===== config.mk =====
export PLATFORM = sky130hd
export DESIGN_NAME = reset_source_control
export DESIGN_NICKNAME = d
export VERILOG_FILES = /design/src/reset_source_pkg.sv /design/src/reset_source_control.sv /design/src/pin_sync.sv /design/src/tick_counter.sv
export VERILOG_INCLUDE_DIRS = /design/src
export SDC_FILE = /design/constraint.sdc
export NUM_CORES = 1
export LEC_CHECK = 0
export BUFFER_PORTS_ARGS = -buffer_cell sky130_fd_sc_hd__buf_4
export CORE_MARGIN = 3
export CORE_UTILIZATION = 35
export CTS_CLUSTER_DIAMETER = 150
export DETAILED_ROUTE_END_ITERATION = 8
export SLEW_MARGIN = 40
export SYNTH_ARGS = -nofsm -noshare
export SYNTH_HDL_FRONTEND = slang
export SYNTH_SLANG_ARGS = --single-unit

===== constraint.sdc =====
create_clock -name ref_clk -period 3.48 [get_ports ref_clk]
set_input_delay 0.522 -clock ref_clk [delete_from_list [all_inputs] [get_ports ref_clk]]
set_output_delay 0.522 -clock ref_clk [all_outputs]
set_load 0.01 [all_outputs]

===== src/reset_source_regs.svh =====
`ifndef RESET_SOURCE_REGS_SVH
`define RESET_SOURCE_REGS_SVH

// ----------------------------------------
// register offsets on the plain port
// ----------------------------------------
`define ADDR_THRESHOLD 4'h0
`define ADDR_CAUSE 4'h1
`define ADDR_WATCHDOG 4'h2
`define ADDR_FLAGS 4'h3
`define ADDR_IRQ_STATUS 4'h4
`define ADDR_IRQ_CLEAR 4'h5
`define ADDR_IRQ_ENABLE 4'h6

// ----------------------------------------
// field positions
// ----------------------------------------
`define CAUSE_SYSCLK_KEEP_BIT 7
`define CAUSE_SUPPLY_BIT 2
`define CAUSE_THR_FAULT_BIT 1
`define CAUSE_WDT_FAULT_BIT 0
`define WDT_KEY_MSB 7
`define WDT_KEY_LSB 3
`define FLAGS_TIMEOUT_BIT 1
`define FLAGS_POWER_DOWN_BIT 0
`define FLAGS_BUSY_BIT 2
`define IRQ_SUPPLY_BIT 0
`define IRQ_THR_FAULT_BIT 1
`define IRQ_WDT_FAULT_BIT 2
`define IRQ_TIMEOUT_BIT 3
`define IRQ_PIN_BIT 4
`define IRQ_WIDTH 5

// ----------------------------------------
// codes and reset values
// ----------------------------------------
`define THR_CODE_2V10 8'h55
`define THR_CODE_2V55 8'h33
`define THR_CODE_3V15 8'h99
`define THR_CODE_3V80 8'hAA
`define THR_POR 8'h55
`define WDT_POR 8'h53
`define WDT_KEY_DISABLE 5'h15
`define WDT_KEY_ENABLE 5'h0A

// ----------------------------------------
// timing
// ----------------------------------------
`define CLK_MHZ 125
`define SUPPLY_QUAL_NS 100000
`define LS_DELAY_TICKS 11'h002
`define SST_HIGH_SPEED_INTERNAL_OSC_CYCLES 11'h010
`define SST_HXT_CYCLES 11'h400
`define SST_LOW_SPEED_INTERNAL_OSC_TICKS 11'h002

`endif


===== src/reset_source_pkg.sv =====
package reset_source_pkg;

	// sequencer states
	typedef enum logic [1:0]
	{
		ST_IDLE,
		ST_DELAY,
		ST_RESET,
		ST_STARTUP
	} seq_state_e;

	// system clock source, steers the wake start-up delay
	typedef enum logic [1:0]
	{
		SRC_HIGH_SPEED_INTERNAL_OSC,
		SRC_HXT,
		SRC_LOW_SPEED_INTERNAL_OSC
	} clk_src_e;

endpackage : reset_source_pkg


===== src/reset_source_control.sv =====
`timescale 1ns/1ps
`include "reset_source_regs.svh"

// Overview of operation
// - threshold register accepts four codes selecting 2.1, 2.55, 3.15 or 3.8 volts
// - any other threshold code resets core 2-3 slow ticks later, register to default
// - a real low-supply reset starts 2-3 slow ticks later, threshold code kept
// - supply reset sets control bit 2; only a software zero write clears it
// - bad threshold code sets control bit 1; only a software zero write clears it
// - control bits 6 to 3 read as zero
// - watchdog expiry while running acts as pin reset and sets time-out flag
// - watchdog expiry while halted clears only counter, stack and watchdog, sets time-out and power-down
// - wake start-up lasts 15-16 fast, 1024 crystal or 1-2 slow clocks
// - bad watchdog key resets the core and sets the watchdog fault flag
// - key 10101 disables the watchdog, 01010 enables it and is the default
// - time-out and power-down flags follow the reset kind and run mode
// - any reset zeroes counter, masks interrupts, restarts watchdog, idles timer, ports
// - supply reset only when low supply lasts beyond the qualifying time
// - supply monitoring is off while powered down
module reset_source_control #(
	parameter int SUPPLY_QUAL_CYCLES = (`SUPPLY_QUAL_NS * `CLK_MHZ + 999) / 1000
) (
	input wire logic ref_clk,
	input wire logic arst_n,
	input wire logic clkEn,
	input wire logic [3:0] addr,
	input wire logic [7:0] writeData,
	input wire logic writeStrobe,
	input wire logic readStrobe,
	output logic [7:0] readData,
	input wire logic lowSpeedOsc,
	input wire logic supplyLow,
	input wire logic extResetPin_n,
	input wire logic usbReset,
	input wire logic watchdogExpired,
	input wire logic sleepMode,
	input wire logic idleMode,
	input wire logic [1:0] clockSource,
	output logic coreReset,
	output logic pcStackClear,
	output logic watchdogRestart,
	output logic startupBusy,
	output logic [7:0] thresholdCode,
	output logic supplyMonitorEn,
	output logic watchdogEnable,
	output logic [2:0] watchdogPeriodSelect,
	output logic idleSysclkKeep,
	output logic timeoutFlag,
	output logic powerDownFlag,
	output logic irq
);

	localparam int QW = $clog2(SUPPLY_QUAL_CYCLES + 1);

	// ----------------------------------------
	// decode helpers
	// ----------------------------------------
	function automatic logic codeValid(input logic [7:0] code);
		codeValid = (code == `THR_CODE_2V10) || (code == `THR_CODE_2V55) ||
			(code == `THR_CODE_3V15) || (code == `THR_CODE_3V80);
	endfunction : codeValid

	function automatic logic keyValid(input logic [4:0] key);
		keyValid = (key == `WDT_KEY_DISABLE) || (key == `WDT_KEY_ENABLE);
	endfunction : keyValid

	// ----------------------------------------
	// pin synchronisers
	// ----------------------------------------
	logic [3:0] pinRaw;
	logic [3:0] pinLevel;
	logic [3:0] pinRise;

	assign pinRaw = {usbReset, ~extResetPin_n, supplyLow, lowSpeedOsc};

	genvar gi;
	generate
		for (gi = 0; gi < 4; gi++)
		begin : g_sync
			pin_sync #(
				.RESET_LEVEL(1'b0)
			) u_sync (
				.ref_clk(ref_clk),
				.arst_n(arst_n),
				.clkEn(clkEn),
				.pinIn(pinRaw[gi]),
				.level(pinLevel[gi]),
				.rise(pinRise[gi])
			);
		end
	endgenerate

	logic lsTick;
	logic supplyLowSync;
	logic pinResetActive;

	assign lsTick = pinRise[0];
	assign supplyLowSync = pinLevel[1];
	assign pinResetActive = pinLevel[2] | pinLevel[3];

	// ----------------------------------------
	// state
	// ----------------------------------------
	reset_source_pkg::seq_state_e state;
	reset_source_pkg::seq_state_e next_state;
	logic [QW-1:0] lowCount;
	logic [QW-1:0] next_lowCount;
	logic supplyQualified;
	logic next_supplyQualified;
	logic [2:0] pending;
	logic [2:0] next_pending;
	logic [7:0] thrReg;
	logic [7:0] next_thrReg;
	logic [7:0] wdtReg;
	logic [7:0] next_wdtReg;
	logic sysclkKeep;
	logic next_sysclkKeep;
	logic [2:0] cause;
	logic [2:0] next_cause;
	logic next_timeoutFlag;
	logic next_powerDownFlag;
	logic [`IRQ_WIDTH-1:0] irqStatus;
	logic [`IRQ_WIDTH-1:0] next_irqStatus;
	logic [`IRQ_WIDTH-1:0] irqEnable;
	logic [`IRQ_WIDTH-1:0] next_irqEnable;
	logic [`IRQ_WIDTH-1:0] irqSet;
	logic [7:0] next_readData;
	logic next_pcStackClear;
	logic next_watchdogRestart;
	logic cntStart;
	logic cntTick;
	logic [10:0] cntLimit;
	logic cntDone;
	logic halted;
	logic wrThr;
	logic wrCause;
	logic wrWdt;
	logic wrIrqClr;
	logic wrIrqEn;

	assign halted = sleepMode | idleMode;

	// ----------------------------------------
	// supply qualification
	// ----------------------------------------
	// short dips restart the count; power-down stops monitoring entirely
	always_comb
	begin
		next_lowCount = lowCount;
		next_supplyQualified = supplyQualified;
		if (!supplyLowSync || sleepMode)
		begin
			next_lowCount = '0;
			next_supplyQualified = 1'b0;
		end
		else if (lowCount < QW'(SUPPLY_QUAL_CYCLES))
			next_lowCount = lowCount + {{(QW-1){1'b0}}, 1'b1};
		else
			next_supplyQualified = 1'b1;
	end

	always_ff @(posedge ref_clk or negedge arst_n)
	begin
		if (!arst_n)
		begin
			lowCount <= '0;
			supplyQualified <= 1'b0;
			supplyMonitorEn <= 1'b1;
		end
		else if (clkEn)
		begin
			lowCount <= next_lowCount;
			supplyQualified <= next_supplyQualified;
			supplyMonitorEn <= ~sleepMode;
		end
	end

	// ----------------------------------------
	// delay counter, slow ticks or start-up clocks
	// ----------------------------------------
	tick_counter #(
		.WIDTH(11)
	) u_delay (
		.ref_clk(ref_clk),
		.arst_n(arst_n),
		.clkEn(clkEn),
		.start(cntStart),
		.tick(cntTick),
		.limit(cntLimit),
		.done(cntDone)
	);

	// start-up length follows the running clock source
	always_comb
	begin
		cntTick = lsTick;
		cntLimit = `LS_DELAY_TICKS;
		if (state == reset_source_pkg::ST_STARTUP)
		begin
			if (clockSource == reset_source_pkg::SRC_LOW_SPEED_INTERNAL_OSC)
				cntLimit = `SST_LOW_SPEED_INTERNAL_OSC_TICKS;
			else
			begin
				cntTick = 1'b1;
				// registered done adds one clock, so stop the count one short
				cntLimit = ((clockSource == reset_source_pkg::SRC_HXT) ?
					`SST_HXT_CYCLES : `SST_HIGH_SPEED_INTERNAL_OSC_CYCLES) - 11'h001;
			end
		end
	end

	// ----------------------------------------
	// reset sequencer and registers
	// ----------------------------------------
	assign wrThr = writeStrobe && (addr == `ADDR_THRESHOLD);
	assign wrCause = writeStrobe && (addr == `ADDR_CAUSE);
	assign wrWdt = writeStrobe && (addr == `ADDR_WATCHDOG);
	assign wrIrqClr = writeStrobe && (addr == `ADDR_IRQ_CLEAR);
	assign wrIrqEn = writeStrobe && (addr == `ADDR_IRQ_ENABLE);

	// checks look only at slow ticks, so a glitchy write yields one clean reset
	always_comb
	begin
		next_state = state;
		next_pending = pending;
		next_thrReg = wrThr ? writeData : thrReg;
		next_wdtReg = wrWdt ? writeData : wdtReg;
		next_sysclkKeep = wrCause ? writeData[`CAUSE_SYSCLK_KEEP_BIT] : sysclkKeep;
		next_timeoutFlag = timeoutFlag;
		next_powerDownFlag = powerDownFlag;
		next_pcStackClear = 1'b0;
		next_watchdogRestart = 1'b0;
		cntStart = 1'b0;
		irqSet = '0;
		case (state)
			reset_source_pkg::ST_IDLE:
			begin
				if (pinResetActive)
				begin
					next_state = reset_source_pkg::ST_RESET;
					irqSet[`IRQ_PIN_BIT] = 1'b1;
				end
				else if (watchdogExpired && halted)
				begin
					next_pcStackClear = 1'b1;
					next_watchdogRestart = 1'b1;
					next_timeoutFlag = 1'b1;
					next_powerDownFlag = 1'b1;
					irqSet[`IRQ_TIMEOUT_BIT] = 1'b1;
					cntStart = 1'b1;
					next_state = reset_source_pkg::ST_STARTUP;
				end
				else if (watchdogExpired)
				begin
					next_timeoutFlag = 1'b1;
					irqSet[`IRQ_TIMEOUT_BIT] = 1'b1;
					next_state = reset_source_pkg::ST_RESET;
				end
				else if (lsTick && (!codeValid(thrReg) || supplyQualified ||
					!keyValid(wdtReg[`WDT_KEY_MSB:`WDT_KEY_LSB])))
				begin
					next_pending = {supplyQualified, !codeValid(thrReg),
						!keyValid(wdtReg[`WDT_KEY_MSB:`WDT_KEY_LSB])};
					cntStart = 1'b1;
					next_state = reset_source_pkg::ST_DELAY;
				end
			end
			reset_source_pkg::ST_DELAY:
			begin
				if (pinResetActive)
					next_state = reset_source_pkg::ST_RESET;
				else if (cntDone)
				begin
					if (pending[1])
					begin
						next_thrReg = `THR_POR;
						irqSet[`IRQ_THR_FAULT_BIT] = 1'b1;
					end
					irqSet[`IRQ_SUPPLY_BIT] = pending[2];
					irqSet[`IRQ_WDT_FAULT_BIT] = pending[0];
					next_state = reset_source_pkg::ST_RESET;
				end
			end
			reset_source_pkg::ST_RESET:
			begin
				// supply reset keeps the threshold code; key returns to default
				next_wdtReg = `WDT_POR;
				next_watchdogRestart = 1'b1;
				if (!pinResetActive && !supplyQualified && lsTick)
				begin
					next_pending = '0;
					next_state = reset_source_pkg::ST_IDLE;
				end
			end
			reset_source_pkg::ST_STARTUP:
			begin
				if (pinResetActive)
					next_state = reset_source_pkg::ST_RESET;
				else if (cntDone)
					next_state = reset_source_pkg::ST_IDLE;
			end
			default:
				next_state = reset_source_pkg::ST_IDLE;
		endcase
		// watchdog held cleared from the very first cycle of a core reset
		if (next_state == reset_source_pkg::ST_RESET)
			next_watchdogRestart = 1'b1;
	end

	// ----------------------------------------
	// sticky flags and interrupts
	// ----------------------------------------
	// hardware set wins over a zero write landing in the same cycle
	always_comb
	begin
		next_cause = cause;
		if (wrCause)
			next_cause = cause & writeData[2:0];
		if (state == reset_source_pkg::ST_DELAY && cntDone)
		begin
			next_cause[`CAUSE_SUPPLY_BIT] = next_cause[`CAUSE_SUPPLY_BIT] | pending[2];
			next_cause[`CAUSE_THR_FAULT_BIT] = next_cause[`CAUSE_THR_FAULT_BIT] |
				pending[1];
			next_cause[`CAUSE_WDT_FAULT_BIT] = next_cause[`CAUSE_WDT_FAULT_BIT] |
				pending[0];
		end
		next_irqStatus = (irqStatus & ~(wrIrqClr ? writeData[`IRQ_WIDTH-1:0] : '0)) | irqSet;
		next_irqEnable = wrIrqEn ? writeData[`IRQ_WIDTH-1:0] : irqEnable;
	end

	// ----------------------------------------
	// read port
	// ----------------------------------------
	always_comb
	begin
		next_readData = 8'h00;
		if (readStrobe)
		begin
			if (addr == `ADDR_THRESHOLD)
				next_readData = thrReg;
			else if (addr == `ADDR_CAUSE)
				next_readData = {sysclkKeep, 4'h0, cause};
			else if (addr == `ADDR_WATCHDOG)
				next_readData = wdtReg;
			else if (addr == `ADDR_FLAGS)
				next_readData = {5'h00, startupBusy, timeoutFlag, powerDownFlag};
			else if (addr == `ADDR_IRQ_STATUS)
				next_readData = {3'h0, irqStatus};
			else if (addr == `ADDR_IRQ_ENABLE)
				next_readData = {3'h0, irqEnable};
			else
				next_readData = 8'h00;
		end
	end

	// power-on clears both reset flags; watchdog expiry sets time-out (power-down too when halted), other resets leave them alone
	always_ff @(posedge ref_clk or negedge arst_n)
	begin
		if (!arst_n)
		begin
			state <= reset_source_pkg::ST_IDLE;
			pending <= 3'h0;
			thrReg <= `THR_POR;
			wdtReg <= `WDT_POR;
			sysclkKeep <= 1'b0;
			cause <= 3'h0;
			timeoutFlag <= 1'b0;
			powerDownFlag <= 1'b0;
			irqStatus <= '0;
			irqEnable <= '0;
			irq <= 1'b0;
			readData <= 8'h00;
			coreReset <= 1'b0;
			pcStackClear <= 1'b0;
			watchdogRestart <= 1'b0;
			startupBusy <= 1'b0;
			thresholdCode <= `THR_POR;
			watchdogEnable <= 1'b1;
			watchdogPeriodSelect <= 3'h3;
			idleSysclkKeep <= 1'b0;
		end
		else if (clkEn)
		begin
			state <= next_state;
			pending <= next_pending;
			thrReg <= next_thrReg;
			wdtReg <= next_wdtReg;
			sysclkKeep <= next_sysclkKeep;
			cause <= next_cause;
			timeoutFlag <= next_timeoutFlag;
			powerDownFlag <= next_powerDownFlag;
			irqStatus <= next_irqStatus;
			irqEnable <= next_irqEnable;
			irq <= |(next_irqStatus & next_irqEnable);
			readData <= next_readData;
			coreReset <= (next_state == reset_source_pkg::ST_RESET);
			pcStackClear <= next_pcStackClear;
			watchdogRestart <= next_watchdogRestart;
			startupBusy <= (next_state == reset_source_pkg::ST_STARTUP);
			thresholdCode <= next_thrReg;
			watchdogEnable <= (next_wdtReg[`WDT_KEY_MSB:`WDT_KEY_LSB] == `WDT_KEY_ENABLE);
			watchdogPeriodSelect <= next_wdtReg[2:0];
			idleSysclkKeep <= next_sysclkKeep;
		end
	end

endmodule : reset_source_control


===== src/pin_sync.sv =====
`timescale 1ns/1ps

module pin_sync #(
	parameter logic RESET_LEVEL = 1'b0
) (
	input wire logic ref_clk,
	input wire logic arst_n,
	input wire logic clkEn,
	input wire logic pinIn,
	output logic level,
	output logic rise
);

	logic stage1;
	logic stage2;
	logic stage3;
	logic next_level;
	logic next_rise;

	// a change counts only once the second and third stages agree
	always_comb
	begin
		next_level = level;
		next_rise = 1'b0;
		if (stage2 == stage3)
		begin
			next_level = stage3;
			next_rise = stage3 & ~level;
		end
	end

	// stage1 feeds stage2 only, nothing else looks at it
	always_ff @(posedge ref_clk or negedge arst_n)
	begin
		if (!arst_n)
		begin
			stage1 <= RESET_LEVEL;
			stage2 <= RESET_LEVEL;
			stage3 <= RESET_LEVEL;
			level <= RESET_LEVEL;
			rise <= 1'b0;
		end
		else if (clkEn)
		begin
			stage1 <= pinIn;
			stage2 <= stage1;
			stage3 <= stage2;
			level <= next_level;
			rise <= next_rise;
		end
	end

endmodule : pin_sync


===== src/tick_counter.sv =====
`timescale 1ns/1ps

module tick_counter #(
	parameter int WIDTH = 11
) (
	input wire logic ref_clk,
	input wire logic arst_n,
	input wire logic clkEn,
	input wire logic start,
	input wire logic tick,
	input wire logic [WIDTH-1:0] limit,
	output logic done
);

	logic [WIDTH-1:0] count;
	logic running;
	logic [WIDTH-1:0] next_count;
	logic next_running;
	logic next_done;

	// counts ticks after start; done pulses one clock after the limit-th tick
	always_comb
	begin
		next_count = count;
		next_running = running;
		next_done = 1'b0;
		if (start)
		begin
			next_count = '0;
			next_running = 1'b1;
		end
		else if (running && tick)
		begin
			next_count = count + {{(WIDTH-1){1'b0}}, 1'b1};
			if (next_count >= limit)
			begin
				next_running = 1'b0;
				next_done = 1'b1;
			end
		end
	end

	always_ff @(posedge ref_clk or negedge arst_n)
	begin
		if (!arst_n)
		begin
			count <= '0;
			running <= 1'b0;
			done <= 1'b0;
		end
		else if (clkEn)
		begin
			count <= next_count;
			running <= next_running;
			done <= next_done;
		end
	end

endmodule : tick_counter


==> flow_summary.yaml <==
floorplanning:
  ios: 55
  design.core.area_sq_um: 14700
  die_area_sq_um: 16650
  die_h_um: 129.0
  start_util: 0.3605
  rows: 44
  die_w_um: 129.0
yosys:
  yosysWarnings: 0
  syn_nets: 571
  synthCells: 534
  synth-seq-area-share: 0.4604
  synthTopCellsByArea: "dfrtp_1, dfstp_2, nand2_1, o21ai_0, mux2i_1"
  synth.top_cell.area_share: 0.4109
  synth_flop_cell: "dfrtp_1"
  ys_types: 76
  synthTopCellsByCount: "dfrtp_1, nand2_1, nor2_1"
  synthArstFlopShare: 1.000
  avgSynthCellArea_sq_um: 9.923
  synth_edf_count: 0
  synth-seq-cells: 97
  synth_most_common_cell: "dfrtp_1"
  synth_top_area_cell: "dfrtp_1"
  mappedNetlistArea_sq_um: 5299
worst_setup_path:
  startpoint_type: "flop"
  crit_top_cell: "a21o_1"
  required_ps: 3700
  cp.arrival_ps: 3180
  path_cells: "inv_1 > or4_1 > ha_1 > a21o_1 > a21o_1 > a21oi_1 > nor2b_1 > o41ai_1 > o21ai_0"
  crit_fanout: 10
  slowest_delay_ps: 700
  crit_slowest_cell: "or4_1"
  endpoint_kind: "flop"
  worstSetupPathType: "reg -> reg"
finish:
  multi_input_area_sq_um: 2658
  antenna_cells: 0
  drive_gt1_frac: 0.2021
  seq_area_sq_um: 2440
  final.fill_count: 1410
  final_nets: 616
  fin_cells: 768
  syn2layout_area_growth_pct: 16.29
placement:
  pre_cts_ws_ps: 523.8
  gp_congestion: 0.8848
  port_buffers: 54
  hpwl_um: 10090
  place_inst: 752
power:
  pwr-share-comb: 0.204
  p_sw_frac: 0.3044
  p_leak_uw: 0.002775
  pwr-share-clk: 0.339
  p_int_uw: 2224
  irDropWorstVdd_mv: 0.2860
  finalPower_uw: 3197
  powerDensity_nw_per_um2: 518.8
  p_seq_frac: 0.456
  switchingPower_uw: 973.0
sta:
  period_needed_ps: 2968
  period_share: 0.8528
  slew_headroom: 0.5633
  setup_viol: 0
  worst_pin_slew_ps: 650.1
  worst_slack_ps: 512.1
  skew_ps: 11.88
  report.final.hold_viol_count: 0
  max_clock_freq_mhz: 336.9
  rsz0062_at_grt: "false"
  setup-tns-final_ps: 0
  drv_slew: 0
  holdWs_ps: 97.01
run_status:
  status: "finished clean"
routing:
  totalWireLength_um: 13660
  drt_iter0_markers: 350
  drc: 0
  via_per_inst: 5.561
  dr.pass1.iters: 5
  wl_per_cell_um: 17.79
  num_vias: 4271
  antenna_left: 0
global_routing:
  grt_max_degree: 35
  grt_pass1_wl_um: 21920
  grt_overflow: 0
  grt_busiest_layer: "met2"
  grt_pass1_vias: 4170
  antenna_found_initial: 0
  grtUsageMet2: 0.2759
  gr-usage-met1: 0.2140
  grt_util_met3: 0.04864
  track_usage: 0.1674
worst_hold_path:
  hold_path_class: "in -> async"
clock_tree:
  htreeDepth: 3
  clk_path_buf_depth: 2
  cts.sinks: 97
  ctsResizeCount: 0
  cts_root_buffer: "clkbuf_16"
  clk_pin_slew_ps: 70
  cts_tree: "built"
  clock_latency_ps: 360
  cts_setup_buffers: 0
  hold_buffers: 0
  cts_buffers: 9
job:
  drv_cap: 0
logic make-up (layout without fill, tap and decap cells):
kind of cell | count (synthesis) | count (layout) | share of synthesized area
muxes | 37 | 37 | 0.07769
DFF | 97 | 97 | 0.4604
AOI/OAI and AO/OA | 144 | 144 | 0.1906
xor gates and xnor gates | 18 | 18 | 0.02975
buffers and inverters | 45 | 95 | 0.03802
and+or+nand+nor | 182 | 182 | 0.1776
adders and majority gates | 11 | 11 | 0.02597
sequential cells by signal (all words and copies together), names as in the netlist, 3 cells and up:
signal,count
cause,3
g_sync.u_sync.level,4
g_sync.u_sync.stage1,4
g_sync.u_sync.stage2,4
g_sync.u_sync.stage3,4
irqEnable,5
irqStatus,5
lowCount,14
pending,3
readData,8
thrReg,8
u_delay.count,11
wdtReg,6
path summary, 6_finish.rpt:
check                                   startpoint                 endpoint  slack [ps]  cells after the start
max                                       state[1]             u_delay.done         510                      9
min reg2reg                g_sync[2].u_sync.stage1  g_sync[2].u_sync.stage1         490                      2
min                                         arst_n               sysclkKeep         100                      1
max in group asynchronous                   arst_n           watchdogEnable        2550                      2
max reg2reg                               state[1]             u_delay.done         510                      9
min in group ref_clk                 extResetPin_n  g_sync[2].u_sync.stage1         350                      2
routing by layer:
layer | wire length (um) | up-vias
met2 | 6618 | 111
met5 | 0 | -
met3 | 606 | 15
met1 | 6204 | 2123
li1 | - | 2022
met4 | 234 | 0
stage by stage:
stage | util | cell area [sq um]
final | 0.4192 | 6162
after global routing | 0.4192 | 6162
after CTS | 0.4192 | 6162
after detailed placement | 0.3974 | 5842
after global placement | 0.3974 | 5842
after floorplan | - | 5299
worst max-delay path, delay by kind of cell, from the launching register on:
kind | cells | cell delay [ps]
compound gates | 5 | 940
fa+ha+maj | 1 | 350
buf+inv | 1 | 210
flops | 1 | 570
simple gates | 2 | 760
power groups by stage:
stage	Sequential, uW	Combinational [uW]	Clock [uW]
2_1_floorplan	1440	406	0
3_3_place_gp	1470	640	0
3_5_place_dp	1480	659	0
4_1_cts	1460	661	1110
5_1_grt	1480	730	1160
6_report	1460	654	1080
area by class of cell:
class                   instances  area share
clock buffers                  10     0.03716
clock inverters                 6     0.01482
repair buffers                 58     0.07066
well taps                     184     0.03736
flip-flops and latches         97      0.3959
multi-input cells             392      0.4313
inverters                      21     0.01279
placed cells by master, fill, tap and decap left out, types with 6 or more instances in the layout:
cell type / n
a21oi_1: 22
dfstp_2: 10
nor2b_1: 6
a22o_1: 8
xor2_1: 10
nor2_1: 44
and3_1: 9
dfrtp_1: 87
clkbuf_16: 9
o21ai_0: 41
buf_4: 58
o2bb2ai_1: 8
mux2_2: 16
nand2_1: 60
nand3_1: 16
ha_1: 11
a21o_1: 9
inv_1: 20
mux2i_1: 19
o21a_1: 6
xnor2_1: 8
(Power assumes the default switching activity.)
